File: config.mk
export PLATFORM = sky130hd
export DESIGN_NAME = pcs_top
export DESIGN_NICKNAME = d
export VERILOG_FILES = /design/src/inc/pcs_pkg.sv /design/src/inc/pcs_stack_if.sv /design/src/design/pcs_return_stack.sv /design/src/design/pcs_top.sv
export SDC_FILE = /design/constraint.sdc
export NUM_CORES = 1
export LEC_CHECK = 0
export ABC_AREA = 1
export BUFFER_PORTS_ARGS = -buffer_cell sky130_fd_sc_hd__buf_2
export CORE_MARGIN = 4
export CORE_UTILIZATION = 50
export CTS_CLUSTER_DIAMETER = 50
export DETAILED_ROUTE_END_ITERATION = 7
export HOLD_SLACK_MARGIN = 0.03
export PLACE_DENSITY = 0.8
export SYNTH_ARGS = -nofsm -noshare
export SYNTH_HDL_FRONTEND = slang
export SYNTH_SLANG_ARGS = --single-unit
File: constraint.sdc
create_clock -name mclk_in -period 3.8 [get_ports mclk_in]
set_clock_uncertainty 0.05 [all_clocks]
set_input_delay 0.57 -clock mclk_in [delete_from_list [all_inputs] [get_ports mclk_in]]
set_output_delay 0.57 -clock mclk_in [all_outputs]
set_load 0.01 [all_outputs]
File: src/inc/pcs_pkg.sv
// constants and types shared by the program counter and return stack
package pcs_pkg;

    // ----------------------------------------------------------------
    // widths and sizes
    // ----------------------------------------------------------------
    localparam int PC_W = 21;
    localparam int SP_W = 5;
    localparam int STK_DEPTH = 31;
    localparam int CFG_WORDS = 4;
    localparam int CFG_SPAN_BYTES = 8;
    localparam int PMEM_BYTES_DEF = 131072;

    // ----------------------------------------------------------------
    // vectors and counter values
    // ----------------------------------------------------------------
    localparam logic [20:0] RESET_VEC = 21'h000000;
    localparam logic [20:0] VEC_HI = 21'h000008;
    localparam logic [20:0] VEC_LO = 21'h000018;
    localparam logic [20:0] PC_STEP = 21'h000002;
    localparam logic [4:0] SP_EMPTY = 5'h00;
    localparam logic [4:0] SP_LAST = 5'h1f;
    localparam logic [4:0] SP_ONE = 5'h01;
    localparam logic [15:0] CFG_RESET = 16'hffff;
    localparam logic [7:0] LATCH_RESET = 8'h00;
    localparam logic [2:0] LOAD_LAST = 3'h4;

    // ----------------------------------------------------------------
    // register offsets and field positions
    // ----------------------------------------------------------------
    localparam logic [7:0] OFS_PC_LOW = 8'h00;
    localparam logic [7:0] OFS_HIGH_LATCH = 8'h04;
    localparam logic [7:0] OFS_UPPER_LATCH = 8'h08;
    localparam logic [7:0] OFS_STACK_PTR = 8'h0c;
    localparam logic [7:0] OFS_TOS_UPPER = 8'h10;
    localparam logic [7:0] OFS_TOS_HIGH = 8'h14;
    localparam logic [7:0] OFS_TOS_LOW = 8'h18;
    localparam logic [7:0] OFS_CFG_12 = 8'h1c;
    localparam logic [7:0] OFS_CFG_34 = 8'h20;
    localparam logic [7:0] OFS_STATUS = 8'h24;
    localparam int SP_FULL_BIT = 7;
    localparam int SP_UNF_BIT = 6;
    localparam int CFG_FAULT_RST_BIT = 5;
    localparam int CFG_EXT_SET_BIT = 6;

    // ----------------------------------------------------------------
    // types
    // ----------------------------------------------------------------
    typedef enum logic [3:0] {
        OP_STEP, OP_JUMP, OP_CALL, OP_INT_HI, OP_INT_LO,
        OP_RET, OP_UNLINK, OP_PUSH, OP_POP
    } pcs_op_e;

    typedef enum logic {ST_LOAD, ST_RUN} pcs_state_e;

    function automatic logic [20:0] pcs_plus2(input logic [20:0] pc);
        return pc + PC_STEP;
    endfunction

    function automatic logic [20:0] pcs_align(input logic [20:0] a);
        return {a[20:1], 1'b0};
    endfunction

endpackage

File: src/inc/pcs_stack_if.sv
// port bundle between the sequencer and the return stack storage
`timescale 1ns/10ps
interface pcs_stack_if;
    logic wr_en;
    logic [4:0] wr_idx;
    logic [20:0] wr_data;
    logic [4:0] rd_idx;
    logic [20:0] rd_data;
    modport owner(output wr_en, output wr_idx, output wr_data,
                  output rd_idx, input rd_data);
    modport store(input wr_en, input wr_idx, input wr_data,
                  input rd_idx, output rd_data);
endinterface

File: src/design/pcs_return_stack.sv
// 31 x 21 return address storage, entries 1 to 31
`timescale 1ns/10ps
module pcs_return_stack
    import pcs_pkg::*;
(
    input wire logic mclk_in,
    pcs_stack_if.store stk
);

    // ----------------------------------------------------------------
    // storage; index zero has no entry and reads as zero
    // ----------------------------------------------------------------
    logic [20:0] mem_r [1:STK_DEPTH];

    always_ff @(posedge mclk_in) begin
        if (stk.wr_en && stk.wr_idx != SP_EMPTY) begin
            mem_r[stk.wr_idx] <= stk.wr_data;
        end
    end

    assign stk.rd_data = (stk.rd_idx == SP_EMPTY) ? '0 : mem_r[stk.rd_idx];

endmodule // pcs_return_stack

File: src/design/pcs_top.sv
// program counter, latches, config load and return stack control
//
// What this block does
// - 21-bit counter over 2 Mbyte; fetches beyond memory return zero.
// - Any reset loads 0000h; interrupts vector to 0008h and 0018h.
// - Reset copies the top four program words into config registers.
// - Config bytes ascend from word 1 low byte; word 4 is reserved.
// - Low byte is accessible; upper bits change only through latches.
// - Writing the low byte loads upper bits from both latches.
// - Reading the low byte copies upper bits into both latches.
// - Bit 0 stays zero; sequential fetch adds two.
// - Call and jump load targets directly, ignoring latches.
// - Calls and interrupts push; returns and unlink ops pop.
// - Calls and returns leave both latches unchanged.
// - Stack is 31 by 21 bits with 5-bit pointer, outside memory.
// - Push increments pointer first, then writes the current counter value.
// - Pop loads the addressed entry, then decrements pointer.
// - Pointer clears on reset; zero has no entry behind it.
// - Top-of-stack registers read and write the addressed entry.
// - Software reads and writes the pointer, 0 to 31.
// - Full flag sets after 31 pushes; only software or POR clear.
// - Fault reset enabled: 31st push stores PC+2, sets full, resets.
// - Fault reset off: pointer stops at 31, entry 31 kept.
// - Empty pop loads zero, sets underflow, pointer stays zero.
// - Push op stores current counter; pop op only decrements.
// - Pointer register: full bit 7, underflow 6, bit 5 zero.
//
// Our own choices: the placing of the registers and the APB interface to the registers.
`timescale 1ns/10ps
module pcs_top
    import pcs_pkg::*;
#(
    parameter int PMEM_BYTES = PMEM_BYTES_DEF
) (
    input wire logic mclk_in,
    input wire logic resetn_in,
    input wire logic dev_reset_in,
    input wire logic psel_in,
    input wire logic penable_in,
    input wire logic pwrite_in,
    input wire logic [7:0] paddr_in,
    input wire logic [31:0] pwdata_in,
    output logic [31:0] prdata_out,
    output logic pready_out,
    output logic pslverr_out,
    input wire logic op_valid_in,
    input wire logic [3:0] op_code_in,
    input wire logic [20:0] target_in,
    input wire logic [15:0] pmem_data_in,
    output logic [20:0] pmem_addr_out,
    output logic [15:0] fetch_data_out,
    output logic [20:0] pc_out,
    output logic busy_out,
    output logic dev_reset_req_out
);

    // ----------------------------------------------------------------
    // state
    // ----------------------------------------------------------------
    pcs_state_e state_r;
    logic [2:0] load_idx_r;
    logic [15:0] cfg_r [CFG_WORDS];
    logic [20:0] pc_r;
    logic [20:0] pc_nxt;
    logic [4:0] sp_r;
    logic [4:0] sp_nxt;
    logic [7:0] high_latch_r;
    logic [4:0] upper_latch_r;
    logic full_r;
    logic unf_r;
    logic pready_r;
    logic [31:0] prdata_r;
    logic pslverr_r;
    logic [20:0] pmem_addr_r;
    logic [15:0] fetch_data_r;
    logic dev_reset_req_r;
    logic busy_r;
    logic any_reset;
    logic run_op;
    logic push;
    logic pop;
    logic full_set;
    logic unf_set;
    logic fault;
    logic fault_rst_en;
    logic ext_set_en;
    logic apb_wr;
    logic rd_take;
    logic [20:0] cfg_base;
    pcs_op_e op;

    pcs_stack_if stk();

    pcs_return_stack u_stack (
        .mclk_in(mclk_in),
        .stk(stk)
    );

    assign op = pcs_op_e'(op_code_in);
    assign any_reset = !resetn_in || dev_reset_in;
    // ops arriving while config words load are dropped; the core waits on busy
    assign run_op = op_valid_in && state_r == ST_RUN;
    assign apb_wr = psel_in && penable_in && pready_r && pwrite_in;
    // read side effects happen on the edge that captures read data
    assign rd_take = psel_in && penable_in && !pready_r && !pwrite_in;
    assign fault_rst_en = cfg_r[0][CFG_FAULT_RST_BIT];
    assign ext_set_en = cfg_r[0][CFG_EXT_SET_BIT];
    assign cfg_base = 21'(PMEM_BYTES - CFG_SPAN_BYTES);
    assign stk.rd_idx = sp_r;

    // ----------------------------------------------------------------
    // next counter and stack pointer
    // ----------------------------------------------------------------
    always_comb begin
        pc_nxt = pc_r;
        sp_nxt = sp_r;
        push = 1'b0;
        pop = 1'b0;
        full_set = 1'b0;
        unf_set = 1'b0;
        fault = 1'b0;
        stk.wr_en = 1'b0;
        stk.wr_idx = sp_r;
        stk.wr_data = pc_r;
        if (run_op) begin
            unique case (op)
                OP_STEP: pc_nxt = pcs_plus2(pc_r);
                OP_JUMP: pc_nxt = pcs_align(target_in);
                OP_CALL, OP_INT_HI, OP_INT_LO, OP_PUSH: push = 1'b1;
                OP_RET, OP_POP: pop = 1'b1;
                OP_UNLINK: pop = ext_set_en;
                // a 4-bit code can carry values outside the op set
                default: ;
            endcase
        end
        if (push) begin
            if (sp_r >= SP_LAST - SP_ONE) begin
                full_set = 1'b1;
                fault = fault_rst_en;
            end
            if (sp_r != SP_LAST) begin
                sp_nxt = sp_r + SP_ONE;
                stk.wr_en = 1'b1;
                stk.wr_idx = sp_r + SP_ONE;
            end
            if (fault) begin
                stk.wr_data = pcs_plus2(pc_r);
            end
            unique case (op)
                OP_CALL: pc_nxt = pcs_align(target_in);
                OP_INT_HI: pc_nxt = VEC_HI;
                OP_INT_LO: pc_nxt = VEC_LO;
                default: pc_nxt = pc_r;
            endcase
        end
        if (pop) begin
            if (sp_r == SP_EMPTY) begin
                unf_set = 1'b1;
            end else begin
                sp_nxt = sp_r - SP_ONE;
            end
            if (op != OP_POP) begin
                pc_nxt = stk.rd_data;
            end
        end
        if (fault) begin
            pc_nxt = RESET_VEC;
            sp_nxt = SP_EMPTY;
        end
        // counter and pointer writes yield to the core in the same cycle; top-of-stack writes yield only to a push
        if (apb_wr && !run_op && paddr_in == OFS_PC_LOW) begin
            pc_nxt = {upper_latch_r, high_latch_r,
                      pwdata_in[7:1], 1'b0};
        end
        if (apb_wr && !push && !pop && paddr_in == OFS_STACK_PTR) begin
            sp_nxt = pwdata_in[4:0];
        end
        if (apb_wr && !push && sp_r != SP_EMPTY) begin
            stk.wr_idx = sp_r;
            stk.wr_data = stk.rd_data;
            unique case (paddr_in)
                OFS_TOS_UPPER: begin
                    stk.wr_en = 1'b1;
                    stk.wr_data[20:16] = pwdata_in[4:0];
                end
                OFS_TOS_HIGH: begin
                    stk.wr_en = 1'b1;
                    stk.wr_data[15:8] = pwdata_in[7:0];
                end
                OFS_TOS_LOW: begin
                    stk.wr_en = 1'b1;
                    stk.wr_data[7:0] = pwdata_in[7:0];
                end
                default: stk.wr_data = pc_r;
            endcase
        end
    end

    // ----------------------------------------------------------------
    // counter, pointer and fault reset request
    // ----------------------------------------------------------------
    always_ff @(posedge mclk_in) begin
        if (any_reset) begin
            pc_r <= RESET_VEC;
            sp_r <= SP_EMPTY;
            dev_reset_req_r <= 1'b0;
        end else begin
            pc_r <= pcs_align(pc_nxt);
            sp_r <= sp_nxt;
            dev_reset_req_r <= fault;
        end
    end

    // ----------------------------------------------------------------
    // latches: software writes or low byte reads only
    // ----------------------------------------------------------------
    always_ff @(posedge mclk_in) begin
        if (any_reset) begin
            high_latch_r <= LATCH_RESET;
            upper_latch_r <= LATCH_RESET[4:0];
        end else if (rd_take && paddr_in == OFS_PC_LOW) begin
            high_latch_r <= pc_r[15:8];
            upper_latch_r <= pc_r[20:16];
        end else if (apb_wr && paddr_in == OFS_HIGH_LATCH) begin
            high_latch_r <= pwdata_in[7:0];
        end else if (apb_wr && paddr_in == OFS_UPPER_LATCH) begin
            upper_latch_r <= pwdata_in[4:0];
        end
    end

    // ----------------------------------------------------------------
    // sticky flags: only power-on reset or software clear them
    // ----------------------------------------------------------------
    always_ff @(posedge mclk_in) begin
        if (!resetn_in) begin
            full_r <= 1'b0;
            unf_r <= 1'b0;
        end else begin
            if (full_set) begin
                full_r <= 1'b1;
            end else if (apb_wr && paddr_in == OFS_STACK_PTR &&
                         !pwdata_in[SP_FULL_BIT]) begin
                full_r <= 1'b0;
            end
            if (unf_set) begin
                unf_r <= 1'b1;
            end else if (apb_wr && paddr_in == OFS_STACK_PTR &&
                         !pwdata_in[SP_UNF_BIT]) begin
                unf_r <= 1'b0;
            end
        end
    end

    // ----------------------------------------------------------------
    // config word load and fetch path
    // ----------------------------------------------------------------
    always_ff @(posedge mclk_in) begin
        if (any_reset || fault) begin
            state_r <= ST_LOAD;
            busy_r <= 1'b1;
            load_idx_r <= 3'h0;
            pmem_addr_r <= cfg_base;
        end else if (state_r == ST_LOAD) begin
            load_idx_r <= load_idx_r + 3'h1;
            pmem_addr_r <= cfg_base + {17'h0, load_idx_r + 3'h1, 1'b0};
            if (load_idx_r == LOAD_LAST) begin
                state_r <= ST_RUN;
                busy_r <= 1'b0;
                pmem_addr_r <= pc_r;
            end
        end else begin
            pmem_addr_r <= pcs_align(pc_nxt);
        end
    end

    always_ff @(posedge mclk_in) begin
        if (!resetn_in) begin
            for (int i = 0; i < CFG_WORDS; i++) begin
                cfg_r[i] <= CFG_RESET;
            end
        end else if (state_r == ST_LOAD && load_idx_r != LOAD_LAST) begin
            // memory answers in the same cycle, so word n pairs with index n
            cfg_r[load_idx_r[1:0]] <= pmem_data_in;
        end
    end

    always_ff @(posedge mclk_in) begin
        if (any_reset) begin
            fetch_data_r <= '0;
        end else if (32'(pmem_addr_r) < PMEM_BYTES) begin
            fetch_data_r <= pmem_data_in;
        end else begin
            fetch_data_r <= '0;
        end
    end

    // ----------------------------------------------------------------
    // apb slave: one wait state, read data captured with pready
    // ----------------------------------------------------------------
    always_ff @(posedge mclk_in) begin
        if (!resetn_in) begin
            pready_r <= 1'b0;
            prdata_r <= '0;
            pslverr_r <= 1'b0;
        end else begin
            pready_r <= psel_in && penable_in && !pready_r;
            if (psel_in && penable_in && !pready_r) begin
                pslverr_r <= 1'b0;
                prdata_r <= '0;
                unique case (paddr_in)
                    OFS_PC_LOW: prdata_r[7:0] <= pc_r[7:0];
                    OFS_HIGH_LATCH: prdata_r[7:0] <= high_latch_r;
                    OFS_UPPER_LATCH: prdata_r[4:0] <= upper_latch_r;
                    OFS_STACK_PTR: prdata_r[7:0] <= {full_r, unf_r,
                                                     1'b0, sp_r};
                    OFS_TOS_UPPER: prdata_r[4:0] <= stk.rd_data[20:16];
                    OFS_TOS_HIGH: prdata_r[7:0] <= stk.rd_data[15:8];
                    OFS_TOS_LOW: prdata_r[7:0] <= stk.rd_data[7:0];
                    OFS_CFG_12: prdata_r <= {cfg_r[1], cfg_r[0]};
                    OFS_CFG_34: prdata_r <= {cfg_r[3], cfg_r[2]};
                    OFS_STATUS: prdata_r[0] <= state_r == ST_LOAD;
                    default: pslverr_r <= 1'b1;
                endcase
            end else if (!psel_in) begin
                pslverr_r <= 1'b0;
            end
        end
    end

    assign prdata_out = prdata_r;
    assign pready_out = pready_r;
    assign pslverr_out = pslverr_r;
    assign pmem_addr_out = pmem_addr_r;
    assign fetch_data_out = fetch_data_r;
    assign pc_out = pc_r;
    assign busy_out = busy_r;
    assign dev_reset_req_out = dev_reset_req_r;
endmodule // pcs_top

==> reports/summary.txt, run 1 <==
DPL Wire Length: 70,220 um
Data required time at the worst endpoint: 4.11 ns
Die width: 277.0 um
Post-synthesis async set-or-reset flop share: 0
Global-route wire length before repair: 164,800 um
Port bufs: 154
Clock buffer depth: 3
Initial antenna violation count: 3
Die Ht: 277.0 um
Clock latency on the worst-skew pair: 0.65 ns
CP Launch Type: register
Post-synthesis sequential area ratio: 0.6577
Worst Path Max Fanout: 49
Post-synth EDFFs: 715
Clk pwr share: 0.442
Vias in the first global route: 26,450
Status: finished, violations left
Mapped Avg Cell Area: 10.27 um2
Max_slew headroom: 0.4546
Cts bufs inserted: 85
Combinational share of power: 0.017
Commonest non-fill, non-tap cell in the layout: edfxtp_1
Worst-path clk slew: 0.06 ns
Max Freq: 290.7 MHz
Critical Path AT: 3.75 ns
Synth Cell Area: 36,180 um2
Postcts setup bufs: 0
Core area: 71,610 um2
IO Pins: 182
YS warnings: 0
Sw Ratio: 0.2062
Commonest cells after routing, fill and taps aside: 715 x edfxtp_1, 685 x nand2_1, 520 x nor2_1, 413 x o21ai_0, 201 x inv_1
Drt pass-1 iters: 8
# DRC: 1
# hold bufs at CTS: 0
Remaining Overflow, GRT: 0
# setup viols final: 0
Max-cap violations: 0
PostCTS Resize Cnt: 0
Leak: 0.01499 uW
Drt wl/cell: 23.57 um
Die Area: 76,720 um2
Clock Tree Root: clkbuf_16
Sum Neg Setup Slack: 0 ns
H-Tree Depth: 3
Via count: 28,110
Synthesized flop and latch total: 831
Failing checks: DRC
Synth top area cells: edfxtp_1 59%, nand2_1 7.1%, dfxtp_1 6.4%
Final Power: 18,190 uW
Maximum vdd ir drop: 0.0003526 V
GP Congestion: 0.9847
Starting Density: 0.5052
Power per cell area: 438.6 nW/um2
Post-layout minimum cycle time: 3.440 ns
Final WS setup: 0.3602 ns
Net switching power: 3752 uW
GRT Total Usage: 0.2807
Worst slack at placement: 0.2334 ns
Layout cell share with drive strength beyond 1: 0.1484
Largest net degree at the start of global routing: 82
ANT cells: 0
CTS tree: done
Tcrit/Tclk final: 0.9052
Area growth from synthesis to layout: 14.67%
Hold Path Class: in -> reg
Clock Sinks: 831
FILL cells: 5,753
Detailed Route Iter0 Violations: 4,145
Worst-margin pin slew: 0.8172 ns
Yosys cell types: 53
RSZ-0062 raised after global routing: no
Post-Synthesis Cells: 3,521
Vias/cell: 5.953
Rows: 98
Post-route ant nets: 0
Sequential share of power: 0.541
Setup CP Type: reg -> reg
P_int: 14,440 uW
Final #Nets: 3,801
Yosys top cell by area: edfxtp_1
Reg-to-reg slack, setup: 0.36 ns
Critical path endpoint category: register
Synth top area share: 0.5935
Total routed wirelength: 111,300 um
Predominant post-synthesis flop cell: edfxtp_1
Slew Limit Fails: 0
Endpoints failing hold: 0
Post-layout utilization of the core: 0.5793
==> Yosys cell counts (15+ instances only) <==
cell and number:
a21oi_1 136, a31o_2 24, buf_1 15, buf_2 96, buf_4 20, clkbuf_1 74
dfxtp_1 116, edfxtp_1 715, inv_1 202, nand2_1 685, nand3_1 152, nand4_1 29
nor2_1 554, o211ai_1 77, o21ai_0 421, o22ai_1 64, xor2_1 15
==> per-layer routing <==
| layer | track usage | wire length, um |
|---|---|---|
| met5 | 0 | 0 |
| met1 | 0.3856 | 43110 |
| met3 | 0.05353 | 12130 |
| met2 | 0.4339 | 50260 |
| met4 | 0.1356 | 5826 |
==> flip-flops by register name, indices dropped and copies added, names as in the netlist <==
name / cells
load_idx_r: 3
fetch_data_out: 16
u_stack.mem_r: 651
cfg_r: 64
sp_r: 5
high_latch_r: 8
prdata_out: 32
upper_latch_r: 5
full_r: 1
busy_out: 1
pc_out: 20
pslverr_out: 1
pmem_addr_out: 20
state_r: 1
pready_out: 1
unf_r: 1
dev_reset_req_out: 1
==> power by group through the flow <==
stage	combinational (uW)	sequential [uW]	clock [uW]
after floorplan	144	10100	0
after global placement	293	10000	0
after detailed placement	299	10000	0
after CTS	302	9840	8080
after global routing	330	9840	8470
final	305	9840	8040
==> worst paths after layout <==
path	to	startpoint	depth (start not counted)
max	u_stack.mem_r[25][16]	sp_r[0]	12
min reg2reg	prdata_out[2]	prdata_out[2]	2
max reg2reg	u_stack.mem_r[25][16]	sp_r[0]	12
min	prdata_out[0]	resetn_in	3
==> worst max-delay path, cell delays in order (launching register included) <==
cell     delay, ns
dfxtp_4       0.47
inv_8         0.30
ha_1          0.25
nand2_1       0.06
nor2_1        0.22
nand2_1       0.12
nand3_2       0.12
buf_4         0.38
inv_1         0.32
a21oi_1       0.18
o21ai_0       0.12
nand2_1       0.13
buf_4         0.40
==> kinds of logic after synthesis <==
logic type / Yosys count / synth area share
adders and majority gates: 6 / 0.002075
other: 1 / 0.0001037
xor gates and xnor gates: 16 / 0.004393
DFF: 831 / 0.6577
buffers and inverters: 426 / 0.04987
and+or+nand+nor: 1462 / 0.1633
AOI/OAI and AO/OA: 779 / 0.1226
==> area by class of cell <==
| type | instances | area [um2] | share of cell area |
|---|---|---|---|
| tap | 950 | 1189 | 0.02865 |
| inverter | 218 | 828.3 | 0.01997 |
| clock inverter | 41 | 319.1 | 0.007691 |
| timing repair buffer | 306 | 2225 | 0.05363 |
| clock buffer | 112 | 2354 | 0.05674 |
| multi-input combinational | 2265 | 10770 | 0.2595 |
| sequential | 831 | 23800 | 0.5738 |
==> metrics by stage <==
stage | instance area [um2] | std cells | hold WS (ns)
2_1_floorplan | 36180 | 3522 | 0.3942
5_1_grt | 41480 | 4723 | 0.1463
6_report | 41480 | 4723 | 0.1458
3_3_place_gp | 38810 | 4570 | 0.4058
3_5_place_dp | 38810 | 4570 | 0.4054
4_1_cts | 41480 | 4723 | 0.1129
No activity file was read; power rests on OpenSTA's default activity.
==> run 2: changes to the inputs <==
--- a/config.mk
+++ b/config.mk
@@ -7,11 +7,13 @@
 export LEC_CHECK = 0
 export ABC_AREA = 1
 export BUFFER_PORTS_ARGS = -buffer_cell sky130_fd_sc_hd__buf_2
+export CAP_MARGIN = 20
 export CORE_MARGIN = 4
 export CORE_UTILIZATION = 50
 export CTS_CLUSTER_DIAMETER = 50
 export DETAILED_ROUTE_END_ITERATION = 7
 export HOLD_SLACK_MARGIN = 0.03
+export MAX_ROUTING_LAYER = met4
 export PLACE_DENSITY = 0.8
 export SYNTH_ARGS = -nofsm -noshare
 export SYNTH_HDL_FRONTEND = slang
==> run 2 against run 1 <==
Net effect:
- the flow now finishes without violations
- via count rose by 0.46%
- power rose by 3.5%
- final cell count barely moved
- critical endpoint is now u_stack.mem_r[14][18]
- global-route usage rose by 0.78 points
- worst hold slack improved by 0.012 ns
==> reports/summary.txt, run 2 (synthesis results as in run 1) <==
Sum Neg Setup Slack: 0 ns (unchanged)
Max_slew headroom: 0.4015 (-0.05310)
Port bufs: 154 (unchanged)
Status: complete, no violations
CTS tree: done
Hold Path Class: in -> reg
Critical path endpoint category: register
Multi-input logic area: 10,760 um2 (about the same)
Power per cell area: 452.0 nW/um2 (+3.1%)
Remaining Overflow, GRT: 0 (unchanged)
Register area: 23,800 um2 (unchanged)
Commonest cells after routing, fill and taps aside: 715 x edfxtp_1, 685 x nand2_1, 521 x nor2_1, 413 x o21ai_0, 201 x inv_1
GRT Total Usage: 0.2885 (+0.007772)
Critical Path AT: 3.78 ns (+0.03 ns)
DPL Wire Length: 70,890 um (+0.96%)
Global-route wire length before repair: 164,900 um (about the same)
Leak: 0.01508 uW (+0.60%)
CP Launch Type: register
Die Ht: 277.0 um (unchanged)
Setup CP Type: reg -> reg
Clock buffer depth: 3 (unchanged)
Worst-margin pin slew: 0.8968 ns (+0.07957 ns)
Layout cell share with drive strength beyond 1: 0.1485 (about the same)
Data required time at the worst endpoint: 4.15 ns (+0.04 ns)
IO Pins: 182 (unchanged)
GP Congestion: 1.028 (+4.4%)
Initial antenna violation count: 4 (+1)
Tcrit/Tclk final: 0.9028 (-0.002392)
Via count: 28,240 (+0.46%)
Rows: 98 (unchanged)
PostCTS Resize Cnt: 0 (unchanged)
# DRC: 0 (-1)
Slew Limit Fails: 0 (unchanged)
Clock Sinks: 831 (unchanged)
Die Area: 76,720 um2 (unchanged)
Clock Tree Root: clkbuf_16
Final #Nets: 3,797 (-0.11%)
Max-cap violations: 0 (unchanged)
Detailed Route Iter0 Violations: 4,214 (+1.7%)
Starting Density: 0.5052 (unchanged)
Post-route ant nets: 0 (unchanged)
Top reg by flops: u_stack.mem_r
Area growth from synthesis to layout: 15.14%
Worst-path clk slew: 0.06 ns (about the same)
Clock latency on the worst-skew pair: 0.66 ns (about the same)
Vias in the first global route: 26,560 (+0.42%)
Total routed wirelength: 111,300 um (about the same)
RSZ-0062 raised after global routing: no
Vias/cell: 5.981 (+0.48%)
Maximum vdd ir drop: 0.0003185 V (-9.7%)
Max Freq: 291.5 MHz (+0.26%)
# hold bufs at CTS: 0 (unchanged)
FF-to-FF path depth: 17 (+5)
# setup viols final: 0 (unchanged)
Endpoints failing hold: 0 (unchanged)
Postcts setup bufs: 0 (unchanged)
Commonest non-fill, non-tap cell in the layout: edfxtp_1
Final Power: 18,830 uW (+3.5%)
Worst hold path depth: 3 (unchanged)
Cts bufs inserted: 86 (+1.2%)
Drt pass-1 iters: 6 (-2)
Worst Path Max Fanout: 91 (+86%)
Drt wl/cell: 23.57 um (about the same)
Post-layout minimum cycle time: 3.431 ns (-0.009089 ns)
Max FFs per register: 651 (unchanged)
FILL cells: 5,693 (-1.0%)
H-Tree Depth: 3 (unchanged)
Core area: 71,610 um2 (unchanged)
Largest net degree at the start of global routing: 93 (+13%)
Worst hold slack: 0.1580 ns (+0.01223 ns)
Die width: 277.0 um (unchanged)
-- run 2: cell count changes in the layout (fill, tap and decap cells not counted), sizes merged --
cell	before	now
clkbuf	112	101
inv	218	224
buf	306	301
clkinv	34	32
clkinvlp	5	4
bufinv	2	12
diode	0	2
-- run 2: per-layer routing --
metal / global-route usage / wire [um] / vias to the layer above
li1: - / - / 12610
met3: 0.05083 / 12160 / 302
met1: 0.3836 / 42870 / 13470
met4: 0.1323 / 5508 / 0
met5: - / 0 / -
met2: 0.4373 / 50740 / 1859
-- run 2: final timing paths --
check	start	to	slack, ns
setup reg to reg	sp_r[0]	u_stack.mem_r[14][18]	0.37
hold reg to reg	prdata_out[4]	prdata_out[4]	0.42
hold / removal	pwdata_in[6]	pc_out[6]	0.16
setup / recovery	sp_r[0]	u_stack.mem_r[14][18]	0.37
-- run 2: final cells by class --
cell class | instances | share of cell area
Antenna cell | 2 | 0.0001202
Clock buffer | 101 | 0.05326
Clock inverter | 54 | 0.01727
Inverter | 218 | 0.01989
Multi-Input combinational cell | 2265 | 0.2584
Sequential cell | 831 | 0.5714
Tap cell | 950 | 0.02854
Timing Repair Buffer | 301 | 0.05109
-- run 2: critical path, stage by stage (launching register included) --
cell     delay [ns]
dfxtp_4        0.43
buf_12         0.35
buf_4          0.41
nor2_1         0.11
nor2_1         0.11
o21ai_0        0.09
nand2_1        0.07
nand2_1        0.05
nand2_1        0.06
inv_1          0.06
nand2_1        0.06
nand2_1        0.09
nand2_1        0.24
nand2_1        0.09
o21ai_0        0.10
a21oi_1        0.08
o21ai_2        0.24
buf_4          0.43
-- run 2: report_power, final --
part	internal, uW	switching (uW)	leakage (uW)
clock	5070	3610	0.00141
sequential	9830	19.8	0.00712
combinational	95.2	209	0.00655
total	15000	3840	0.0151
-- run 2: stage by stage --
stage | cell area, um2 | setup slack, ns | std cells | utilization
floorplan | 36180 | 0.02269 | 3522 | -
global placement | 38700 | 0.3112 | 4564 | 0.5404
detailed placement | 38700 | 0.2984 | 4564 | 0.5404
CTS | 41640 | 0.5051 | 4719 | 0.5815
global route | 41650 | 0.2313 | 4722 | 0.5817
finish | 41650 | 0.3693 | 4722 | 0.5817
